**src/logic/atbs_pkg.sv**
```systemverilog
// Operation
// - Base sample rate comes from the single 100 MHz reference clock.
// - Other sample rates come from a programmable divider set per time range.
// - Count pre-trigger samples after start, then raise the trigger enable request.
// - Qualified trigger event starts the post-trigger countdown.
// - Post-trigger load value is programmable and sets post-trigger data amount.
// - Countdown reaching zero stops sample clocks and flags completion to the CPU.
// - One stretcher pulse, from trigger to next sample clock edge.
// - Interpolation counter runs during stretching, stops at stretch completion.
// - Interpolation counter covers about 1000 times the trigger-to-sample time.
// - Final interpolation count is stored for placing samples against the trigger.
// - From 250 MHz to 2 GHz the clock feeds the converter multiplying loop.
// - Maximum sample rate is a parameter, 1 GSa/s or 2 GSa/s.
package atbs_pkg;

  localparam int unsigned REF_CLK_HZ     = 100_000_000;
  localparam int unsigned REF_MHZ        = REF_CLK_HZ / 1_000_000;
  localparam int unsigned PLL_MIN_MHZ    = 250;
  localparam int unsigned PLL_MAX_MHZ    = 2000;
  localparam int unsigned STRETCH_FACTOR = 1000;
  localparam int unsigned LOW_RATE_MSPS  = 1000;
  localparam int unsigned FULL_RATE_MSPS = 2000;

  localparam int unsigned ADDR_W = 8;
  localparam int unsigned DATA_W = 32;
  localparam int unsigned MULT_W = 5;
  localparam int unsigned INT_W  = 3;

  localparam logic [7:0] OFF_CTRL       = 8'h00;
  localparam logic [7:0] OFF_DIVISOR    = 8'h04;
  localparam logic [7:0] OFF_PLL_MULT   = 8'h08;
  localparam logic [7:0] OFF_PRE_LEN    = 8'h0C;
  localparam logic [7:0] OFF_POST_LEN   = 8'h10;
  localparam logic [7:0] OFF_STATUS     = 8'h14;
  localparam logic [7:0] OFF_INT_STATUS = 8'h18;
  localparam logic [7:0] OFF_INT_MASK   = 8'h1C;
  localparam logic [7:0] OFF_INTERP     = 8'h20;
  localparam logic [7:0] OFF_CAPS       = 8'h24;

  localparam int unsigned CTRL_START_BIT = 0;
  localparam int unsigned CTRL_ABORT_BIT = 1;

  localparam int unsigned ST_RUN_BIT     = 0;
  localparam int unsigned ST_ARMED_BIT   = 1;
  localparam int unsigned ST_POST_BIT    = 2;
  localparam int unsigned ST_DONE_BIT    = 3;
  localparam int unsigned ST_STRETCH_BIT = 4;
  localparam int unsigned ST_IVALID_BIT  = 5;
  localparam int unsigned ST_PLL_BIT     = 6;

  localparam int unsigned INT_DONE_BIT   = 0;
  localparam int unsigned INT_TRIG_BIT   = 1;
  localparam int unsigned INT_INTERP_BIT = 2;

  localparam logic [31:0] DIVISOR_RST  = 32'h0000_0000;
  localparam logic [31:0] PRE_LEN_RST  = 32'h0000_0000;
  localparam logic [31:0] POST_LEN_RST = 32'h0000_0000;
  localparam logic [4:0]  MULT_RST     = 5'h00;
  localparam logic [2:0]  MASK_RST     = 3'h0;

  typedef enum {ST_IDLE, ST_PRE, ST_ARMED, ST_POST, ST_DONE} atbs_state_t;
  typedef enum {IS_IDLE, IS_PULSE, IS_WAIT} atbs_istate_t;

endpackage

```
**src/logic/atbs_div_if.sv**
```systemverilog
`timescale 1ns/1ps
`default_nettype none
interface atbs_div_if #(
  parameter int DIV_W = 16
);
  logic             run;
  logic [DIV_W-1:0] divisor;
  logic             tick;
  logic             phase;

  modport ctl (output run, output divisor, input tick, input phase);
  modport div (input run, input divisor, output tick, output phase);
endinterface
`default_nettype wire

```
**src/logic/atbs_div.sv**
```systemverilog
`timescale 1ns/1ps
`default_nettype none
module atbs_div #(
  parameter int DIV_W = 16
) (
  input  wire logic clk,  // Reference clock.
  input  wire logic rst,  // Synchronous reset.
  atbs_div_if.div   bus   // Divider control and outputs.
);

  logic [DIV_W-1:0] count;
  logic             wrap;

  assign wrap = bus.run && (count >= bus.divisor);

  ////////////////////////////////////////////////////////////////////////////
  // Comparing with >= keeps the divider sane if software lowers the divisor.
  // reference clock count
  always_ff @(posedge clk) begin
    if (rst || !bus.run) begin
      count <= '0;
    end else if (wrap) begin
      count <= '0;
    end else begin
      count <= count + 1'b1;
    end
  end

  always_ff @(posedge clk) begin
    if (rst || !bus.run) begin
      bus.tick  <= 1'b0;
      bus.phase <= 1'b0;
    end else begin
      bus.tick  <= wrap;
      bus.phase <= bus.phase ^ wrap;
    end
  end

  ////////////////////////////////////////////////////////////////////////////
  property p_tick_run;
    @(posedge clk) disable iff (rst)
    bus.tick |-> $past(bus.run);
  endproperty
  a_tick_run: assert property (p_tick_run) else $error("Divider ticked while stopped.");

endmodule
`default_nettype wire

```
**src/logic/atbs_top.sv**
```systemverilog
`timescale 1ns/1ps
`default_nettype none
module atbs_top #(
  parameter int DIV_W         = 16,
  parameter int CNT_W         = 24,
  parameter int MAX_RATE_MSPS = 2000
) (
  input  wire logic                          clk,                      // 100 MHz reference.
  input  wire logic                          rst,                      // Synchronous reset.
  input  wire logic [atbs_pkg::ADDR_W-1:0]   reg_addr,                 // Register byte address.
  input  wire logic [atbs_pkg::DATA_W-1:0]   reg_wdata,                // Register write data.
  input  wire logic                          reg_wr,                   // Write strobe.
  input  wire logic                          reg_rd,                   // Read strobe.
  output logic      [atbs_pkg::DATA_W-1:0]   reg_rdata,                // Read data, next cycle.
  input  wire logic                          qualified_trigger_event,  // Trigger from multiplexer.
  input  wire logic                          stretch_done,             // Stretcher finished.
  output logic                               trigger_enable_req,       // Ready for trigger.
  output logic                               stretch_pulse,            // Pulse to stretcher.
  output logic                               sample_clk_out,           // Direct sample clock.
  output logic                               pll_ref_clk,              // Clock to converter loop.
  output logic      [atbs_pkg::MULT_W-1:0]   pll_mult_out,             // Loop multiplier.
  output logic                               acq_done,                 // Acquisition complete.
  output logic                               irq                       // Level interrupt.
);

  localparam int INTERP_W = $clog2(atbs_pkg::STRETCH_FACTOR) + DIV_W + 1;
  localparam int MAX_MULT = MAX_RATE_MSPS / atbs_pkg::REF_MHZ;

  if (MAX_RATE_MSPS != atbs_pkg::LOW_RATE_MSPS && MAX_RATE_MSPS != atbs_pkg::FULL_RATE_MSPS) begin : g_bad_rate
    $error("MAX_RATE_MSPS must be 1000 or 2000.");
  end
  if (DIV_W < 2 || DIV_W > 32 || CNT_W < 2 || CNT_W > 32 || INTERP_W > 32) begin : g_bad_width
    $error("Counter widths out of range.");
  end

  ////////////////////////////////////////////////////////////////////////////
  atbs_pkg::atbs_state_t  state;
  atbs_pkg::atbs_istate_t i_state;

  logic [DIV_W-1:0]           divisor;
  logic [atbs_pkg::MULT_W-1:0] pll_mult;
  logic [atbs_pkg::MULT_W-1:0] eff_mult;
  logic [CNT_W-1:0]           pre_len;
  logic [CNT_W-1:0]           post_len;
  logic [CNT_W-1:0]           pre_cnt;
  logic [CNT_W-1:0]           post_cnt;
  logic [INTERP_W-1:0]        icnt;
  logic [INTERP_W-1:0]        icnt_inc;
  logic [INTERP_W-1:0]        interp_result;
  logic                       interp_valid;
  logic [atbs_pkg::INT_W-1:0] int_status;
  logic [atbs_pkg::INT_W-1:0] int_mask;
  logic [atbs_pkg::INT_W-1:0] ev_vec;
  logic [atbs_pkg::INT_W-1:0] w1c;
  logic                       trig_s1, trig_s2, trig_s3;
  logic                       done_s1, done_s2, done_s3;
  logic                       trig_edge;
  logic                       stretch_edge;
  logic                       start_cmd;
  logic                       abort_cmd;
  logic                       ctrl_wr;
  logic                       run;
  logic                       pll_mode;
  logic                       ev_trig;
  logic                       ev_done;
  logic                       ev_interp;

  atbs_div_if #(.DIV_W(DIV_W)) div_bus ();

  atbs_div #(.DIV_W(DIV_W)) u_div (
    .clk (clk),
    .rst (rst),
    .bus (div_bus)
  );

  assign div_bus.run     = run;
  assign div_bus.divisor = divisor;

  ////////////////////////////////////////////////////////////////////////////
  // Pins from the trigger and stretcher are asynchronous to the reference.
  always_ff @(posedge clk) begin
    if (rst) begin
      trig_s1 <= 1'b0;
      trig_s2 <= 1'b0;
      trig_s3 <= 1'b0;
      done_s1 <= 1'b0;
      done_s2 <= 1'b0;
      done_s3 <= 1'b0;
    end else begin
      trig_s1 <= qualified_trigger_event;
      trig_s2 <= trig_s1;
      trig_s3 <= trig_s2;
      done_s1 <= stretch_done;
      done_s2 <= done_s1;
      done_s3 <= done_s2;
    end
  end

  assign trig_edge    = trig_s2 && !trig_s3;
  assign stretch_edge = done_s2 && !done_s3;

  ////////////////////////////////////////////////////////////////////////////
  assign ctrl_wr   = reg_wr && (reg_addr == atbs_pkg::OFF_CTRL);
  assign start_cmd = ctrl_wr && reg_wdata[atbs_pkg::CTRL_START_BIT];
  assign abort_cmd = ctrl_wr && reg_wdata[atbs_pkg::CTRL_ABORT_BIT] && !start_cmd;

  always_ff @(posedge clk) begin
    if (rst) begin
      divisor  <= DIV_W'(atbs_pkg::DIVISOR_RST);
      pll_mult <= atbs_pkg::MULT_RST;
      pre_len  <= CNT_W'(atbs_pkg::PRE_LEN_RST);
      post_len <= CNT_W'(atbs_pkg::POST_LEN_RST);
      int_mask <= atbs_pkg::MASK_RST;
    end else if (reg_wr) begin
      unique case (reg_addr)
        atbs_pkg::OFF_DIVISOR:  divisor  <= reg_wdata[DIV_W-1:0];
        atbs_pkg::OFF_PLL_MULT: pll_mult <= reg_wdata[atbs_pkg::MULT_W-1:0];
        atbs_pkg::OFF_PRE_LEN:  pre_len  <= reg_wdata[CNT_W-1:0];
        atbs_pkg::OFF_POST_LEN: post_len <= reg_wdata[CNT_W-1:0];
        atbs_pkg::OFF_INT_MASK: int_mask <= reg_wdata[atbs_pkg::INT_W-1:0];
        default: begin
        end
      endcase
    end
  end

  ////////////////////////////////////////////////////////////////////////////
  // Acquisition sequence. Abort and start act from any state.
  always_ff @(posedge clk) begin
    if (rst || abort_cmd) begin
      state <= atbs_pkg::ST_IDLE;
    end else if (start_cmd) begin
      state <= atbs_pkg::ST_PRE;
    end else begin
      unique case (state)
        atbs_pkg::ST_IDLE: begin
        end
        atbs_pkg::ST_PRE: begin
          if (pre_cnt >= pre_len) state <= atbs_pkg::ST_ARMED;
        end
        atbs_pkg::ST_ARMED: begin
          if (trig_edge) state <= atbs_pkg::ST_POST;
        end
        atbs_pkg::ST_POST: begin
          if (post_cnt == '0) state <= atbs_pkg::ST_DONE;
        end
        atbs_pkg::ST_DONE: begin
        end
      endcase
    end
  end

  // trigger accepted only when armed
  // Only start or abort overrides the sequence, so a plain CTRL write must not mask these events.
  assign ev_trig = (state == atbs_pkg::ST_ARMED) && trig_edge && !start_cmd && !abort_cmd;
  assign ev_done = (state == atbs_pkg::ST_POST) && (post_cnt == '0) && !start_cmd && !abort_cmd;
  assign run = (state == atbs_pkg::ST_PRE) || (state == atbs_pkg::ST_ARMED) ||
               (state == atbs_pkg::ST_POST);
  assign trigger_enable_req = (state == atbs_pkg::ST_ARMED);
  assign acq_done           = (state == atbs_pkg::ST_DONE);

  always_ff @(posedge clk) begin
    if (rst || start_cmd) begin
      pre_cnt <= '0;
    end else if (state == atbs_pkg::ST_PRE && pre_cnt < pre_len && div_bus.tick) begin
      pre_cnt <= pre_cnt + 1'b1;
    end
  end

  always_ff @(posedge clk) begin
    if (rst || start_cmd) begin
      post_cnt <= '0;
    end else if (ev_trig) begin
      post_cnt <= post_len;
    end else if (state == atbs_pkg::ST_POST && post_cnt != '0 && div_bus.tick) begin
      post_cnt <= post_cnt - 1'b1;
    end
  end

  ////////////////////////////////////////////////////////////////////////////
  // clamp to rate ceiling
  assign eff_mult = (pll_mult > atbs_pkg::MULT_W'(MAX_MULT)) ? atbs_pkg::MULT_W'(MAX_MULT) : pll_mult;
  assign pll_mode = (eff_mult != '0);

  always_ff @(posedge clk) begin
    if (rst) begin
      sample_clk_out <= 1'b0;
      pll_ref_clk    <= 1'b0;
      pll_mult_out   <= '0;
    end else begin
      sample_clk_out <= run && !pll_mode && div_bus.phase;
      pll_ref_clk    <= run && pll_mode && div_bus.phase;
      pll_mult_out   <= eff_mult;
    end
  end

  ////////////////////////////////////////////////////////////////////////////
  // saturate rather than wrap
  assign icnt_inc = (icnt == '1) ? icnt : icnt + 1'b1;

  // The pulse also ends if the clocks stop first, so it can never hang high.
  // stretcher pulse
  always_ff @(posedge clk) begin
    if (rst || start_cmd) begin
      i_state       <= atbs_pkg::IS_IDLE;
      stretch_pulse <= 1'b0;
      icnt          <= '0;
    end else begin
      unique case (i_state)
        atbs_pkg::IS_IDLE: begin
          if (ev_trig) begin
            i_state       <= atbs_pkg::IS_PULSE;
            stretch_pulse <= 1'b1;
            icnt          <= '0;
          end
        end
        atbs_pkg::IS_PULSE: begin
          icnt <= icnt_inc;
          if (div_bus.tick || !run) begin
            stretch_pulse <= 1'b0;
            i_state       <= atbs_pkg::IS_WAIT;
          end
        end
        atbs_pkg::IS_WAIT: begin
          if (stretch_edge) begin
            i_state <= atbs_pkg::IS_IDLE;
          end else begin
            icnt <= icnt_inc;
          end
        end
      endcase
    end
  end

  assign ev_interp = (i_state == atbs_pkg::IS_WAIT) && stretch_edge && !start_cmd;

  always_ff @(posedge clk) begin
    if (rst || start_cmd) begin
      interp_result <= '0;
      interp_valid  <= 1'b0;
    end else if (ev_interp) begin
      interp_result <= icnt;
      interp_valid  <= 1'b1;
    end
  end

  ////////////////////////////////////////////////////////////////////////////
  // A new event wins over a simultaneous write-one-to-clear.
  always_comb begin
    ev_vec = '0;
    ev_vec[atbs_pkg::INT_DONE_BIT]   = ev_done;
    ev_vec[atbs_pkg::INT_TRIG_BIT]   = ev_trig;
    ev_vec[atbs_pkg::INT_INTERP_BIT] = ev_interp;
  end

  assign w1c = (reg_wr && reg_addr == atbs_pkg::OFF_INT_STATUS) ? reg_wdata[atbs_pkg::INT_W-1:0] : '0;

  always_ff @(posedge clk) begin
    if (rst) begin
      int_status <= '0;
    end else begin
      int_status <= (int_status & ~w1c) | ev_vec;
    end
  end

  assign irq = |(int_status & int_mask);

  ////////////////////////////////////////////////////////////////////////////
  always_ff @(posedge clk) begin
    if (rst) begin
      reg_rdata <= '0;
    end else begin
      reg_rdata <= '0;
      if (reg_rd) begin
        unique case (reg_addr)
          atbs_pkg::OFF_DIVISOR:    reg_rdata <= 32'(divisor);
          atbs_pkg::OFF_PLL_MULT:   reg_rdata <= 32'(pll_mult);
          atbs_pkg::OFF_PRE_LEN:    reg_rdata <= 32'(pre_len);
          atbs_pkg::OFF_POST_LEN:   reg_rdata <= 32'(post_len);
          atbs_pkg::OFF_STATUS: begin
            reg_rdata[atbs_pkg::ST_RUN_BIT]     <= run;
            reg_rdata[atbs_pkg::ST_ARMED_BIT]   <= trigger_enable_req;
            reg_rdata[atbs_pkg::ST_POST_BIT]    <= (state == atbs_pkg::ST_POST);
            reg_rdata[atbs_pkg::ST_DONE_BIT]    <= acq_done;
            reg_rdata[atbs_pkg::ST_STRETCH_BIT] <= (i_state != atbs_pkg::IS_IDLE);
            reg_rdata[atbs_pkg::ST_IVALID_BIT]  <= interp_valid;
            reg_rdata[atbs_pkg::ST_PLL_BIT]     <= pll_mode;
          end
          atbs_pkg::OFF_INT_STATUS: reg_rdata <= 32'(int_status);
          atbs_pkg::OFF_INT_MASK:   reg_rdata <= 32'(int_mask);
          atbs_pkg::OFF_INTERP:     reg_rdata <= 32'(interp_result);
          atbs_pkg::OFF_CAPS:       reg_rdata <= 32'(MAX_RATE_MSPS);
          default: begin
          end
        endcase
      end
    end
  end

  ////////////////////////////////////////////////////////////////////////////
  property p_arm;
    @(posedge clk) disable iff (rst)
    (state == atbs_pkg::ST_PRE && pre_cnt >= pre_len && !ctrl_wr) |=> trigger_enable_req;
  endproperty
  a_arm: assert property (p_arm) else $error("Request not raised after pre-trigger count.");

  property p_arm_hold;
    @(posedge clk) disable iff (rst)
    (trigger_enable_req && !trig_edge && !ctrl_wr) |=> trigger_enable_req;
  endproperty
  a_arm_hold: assert property (p_arm_hold) else $error("Request dropped without a trigger.");

  property p_post_load;
    @(posedge clk) disable iff (rst)
    ev_trig |=> (state == atbs_pkg::ST_POST && post_cnt == $past(post_len) && !trigger_enable_req);
  endproperty
  a_post_load: assert property (p_post_load) else $error("Trigger did not load post count.");

  property p_post_dec;
    @(posedge clk) disable iff (rst)
    (state == atbs_pkg::ST_POST && post_cnt != '0 && div_bus.tick && !ctrl_wr) |=> post_cnt == $past(post_cnt) - 1'b1;
  endproperty
  a_post_dec: assert property (p_post_dec) else $error("Post count did not step on a tick.");

  property p_done_stop;
    @(posedge clk) disable iff (rst)
    ev_done |=> acq_done ##1 (!sample_clk_out && !pll_ref_clk);
  endproperty
  a_done_stop: assert property (p_done_stop) else $error("Clocks not stopped at completion.");

  property p_pulse;
    @(posedge clk) disable iff (rst)
    ev_trig |=> stretch_pulse;
  endproperty
  a_pulse: assert property (p_pulse) else $error("No stretcher pulse after trigger.");

  property p_interp_store;
    @(posedge clk) disable iff (rst)
    ev_interp |=> (interp_result == $past(icnt) && interp_valid && i_state == atbs_pkg::IS_IDLE);
  endproperty
  a_interp_store: assert property (p_interp_store) else $error("Interpolation count not stored.");

  property p_start_clear;
    @(posedge clk) disable iff (rst)
    start_cmd |=> (state == atbs_pkg::ST_PRE && pre_cnt == '0 && post_cnt == '0 && icnt == '0 && !acq_done);
  endproperty
  a_start_clear: assert property (p_start_clear) else $error("Start did not clear the sequence.");

  property p_pll_route;
    @(posedge clk) disable iff (rst)
    pll_mode |=> !sample_clk_out;
  endproperty
  a_pll_route: assert property (p_pll_route) else $error("Direct clock active in loop mode.");

  property p_rate_cap;
    @(posedge clk) disable iff (rst)
    pll_mult_out <= atbs_pkg::MULT_W'(MAX_MULT);
  endproperty
  a_rate_cap: assert property (p_rate_cap) else $error("Multiplier above rate ceiling.");

endmodule
`default_nettype wire

```
**config.mk**
```make
export PLATFORM = sky130hd
export DESIGN_NAME = atbs_top
export DESIGN_NICKNAME = d
export VERILOG_FILES = /design/src/logic/atbs_pkg.sv /design/src/logic/atbs_div_if.sv /design/src/logic/atbs_div.sv /design/src/logic/atbs_top.sv
export SDC_FILE = /design/constraint.sdc
export NUM_CORES = 1
export LEC_CHECK = 0
export ABC_AREA = 1
export BUFFER_PORTS_ARGS = -buffer_cell sky130_fd_sc_hd__clkbuf_2
export CAP_MARGIN = 20
export CORE_AREA = 2 2 151 153
export CTS_CLUSTER_DIAMETER = 80
export DETAILED_ROUTE_END_ITERATION = 10
export DIE_AREA = 0 0 153 155
export PLACE_DENSITY = 0.76
export SYNTH_ARGS = -nofsm -noshare
export SYNTH_HDL_FRONTEND = slang
export SYNTH_SLANG_ARGS = --single-unit
```
**constraint.sdc**
```tcl
create_clock -name clk -period 2.5 [get_ports clk]
set_input_delay 0.5 -clock clk [delete_from_list [all_inputs] [get_ports clk]]
set_output_delay 0.5 -clock clk [all_outputs]
set_load 0.005 [all_outputs]
```
==> metrics.txt <==
Fill cells=2023; post-synthesis sequential area ratio=between 30% and 40%; Worst setup SP type=register; Post-route DRC=0; Worst Path Max Fanout=5; CP Class=register to output port; Syn Inst Count=1808; post-synthesis compound-gate area fraction=between 15 and 20%; post-synthesis mux area share=0%; Synth cell types=55; achievable frequency=424 MHz; routed wire length=35400 um; Primary FF master, synth=dfxtp_1; top cells by area, synth=dfxtp_1 (38%), nand2_1 (12%), nor2_1 (7.3%); setup TNS=0 ps; GRT Overall Usage=29.0%; RSZ-0062 raised after global routing=no; first-pass GRT wire length=56400 um; TritonCTS buffer count=26; H-tree Lvls=1; crit share post-route=94.4%; Initial Util=56.7%; synthesized area=between 10000 and 15000 um2; placed inst area=13200 um2; Post-synth ARST share=0%; largest family of logic cells by synthesized area=simple AND/OR/NAND/NOR gates; FF+latch count, synth=between 200 and 250; Final Core Density=63.5%; share of cells above drive strength 1=10.8%; Final Hold Vio Count=0; status=complete, no violations; Power Dens Cells=654 nW/um2; Total Power=9.22 mW; vias=approximately 12000; initial antenna violation count=1; Synth top area share=38.4%; DR pass1 iterations=5; CTS tree=built; antenna-violating nets left=0; DP Wirelength=26000 um; post-synthesis adder-cell area fraction=under 10%; DRT iter0 DRCs=975; final net count=just under 2000; post-CTS setup buffers=0; GRT Residual Overflow=0; total clock sinks=242; IO Pins=89; DR WL met2=15700 um; IO Port Bufs=75; Req. time, crit path=2000 ps; EDFF count, synth=0; endpoint class of the critical path=output port; Die Ht=155 um; vias in the first global route=around 11000; Area Overhead vs Synth=11.9%; Post-CTS Resized=0; Die Area=23700 um2; GP Congestion=0.961; Root Buffer=clkbuf_16; Vias per Instance=roughly 5.5; top post-synthesis cells by count=nand2_1 (415), nor2_1 (245), dfxtp_1 (242); multi-input logic area=6620 um2; Avg Cell Area, Syn=6.97 um2; Rel. slew slack=52.0%; final non-filler cell area=~14000 um2; Top Metal Used=met4; actual slew at the worst max-slew pin=approximately 710 ps; final setup fails=0; CORE AREA=22200 um2; largest net degree at the start of global routing=74; FP Rows=55; CTS Buffer Depth=3; leakage power=5.70 nW; Max-Cap Viols=0; hold buffer count at cts=0; clock latency on the worst-skew pair=540 ps; register area=between 4000 and 5000 um2; critical path arrival=approximately 1900 ps; count leader, synth=nand2_1; final max-slew violation count=0; simple-gate share of the synthesized area=28.5%; clk slew on worst S/H paths=60 ps; Hold Crit Class=input port to register; met3 WL=2560 um; post-synth top area cell=dfxtp_1; Ys Warns=0; xor and xnor area share after synthesis=approximately 4.0%; clk_skew=11.2 ps; Final min period=about 2400 ps; Die X=153 um; worst vdd ir=458 uV; average routed wire per standard cell=16.3 um; routed length on met1=15700 um
==> metal layers <==
layer  vias up  global-route usage [%]
met3        89                    4.04
met2       429                    46.3
li1       5964                       -
met1      5418                    39.4
met5         -                       0
met4         0                    12.6
==> critical path: stages (launching register included) <==
cell and delay [ps]:
dfxtp_1 560, nand2_1 210, nor2_1 370, clkbuf_2 190
==> sequential cells by signal, indices dropped and copies added (netlist names), 2 cells and up <==
name	flops
icnt	27
div_bus.divisor	16
pll_mult	5
pre_cnt	24
i_state	2
int_status	3
reg_rdata	27
post_len	24
post_cnt	24
u_div.count	16
pre_len	24
pll_mult_out	5
state	3
interp_result	27
int_mask	3
==> layout by cell type, fill, tap and decap left out, drive strengths merged, types with 4 or more instances in the layout <==
cell and count:
xnor2 19, o21ai 125, o22ai 7, nand2 432, buf 26, nand4 39, clkinv 9, nand3b 5
nor2 256, dfxtp 242, xor2 38, conb 5, a31oi 9, clkbuf 111, o211ai 10, nor3 27
bufinv 4, a21oi 185, a41oi 6, inv 197, ha 47, nand3 66
==> power by group <==
group	total, mW	internal (mW)	switching, mW
registers	3.99	3.93	0.0617
clock network	4.11	2.50	1.61
logic	1.12	0.303	0.817
total	9.22	6.73	2.49
==> metrics by stage <==
step	setup WS, ps	hold slack, ps	instances
finish	139	153	2174
global placement	340	392	2125
detailed placement	342	399	2125
floorplan	756	388	1812
CTS	148	144	2173
global route	3.79	153	2173
==> kinds of logic after synthesis <==
kind of cell	count (synthesis)
AND/OR/NAND/NOR	836
AO/OA/AOI/OAI	352
other	1
adder cells (fa/ha/maj)	47
flip-flops	242
XOR/XNOR	57
buffers and inverters	273
==> path summary, 6_finish.rpt <==
path	to	slack (ps)	start	cells past startpoint
worst max register to register	post_cnt[21]$_SDFFE_PP0P_	250	state[1]$_SDFFE_PP0P_	8
worst min register to register	done_s2$_SDFF_PP0_	400	done_s1$_SDFF_PP0_	2
worst max-delay path	trigger_enable_req	140	state[1]$_SDFFE_PP0P_	3
worst min-delay path	trig_s1$_SDFF_PP0_	150	qualified_trigger_event	3
==> area by class of cell <==
class | count | share of cell area (%)
Antenna cell | 1 | 0.0177
Clock buffer | 36 | 5.31
Clock inverter | 12 | 1.17
Inverter | 200 | 5.35
Multi-Input combinational cell | 1297 | 47.0
Sequential cell | 242 | 34.4
Tap cell | 285 | 2.53
Timing Repair Buffer | 101 | 4.31
Note: power is estimated with default switching activity, not from simulation.
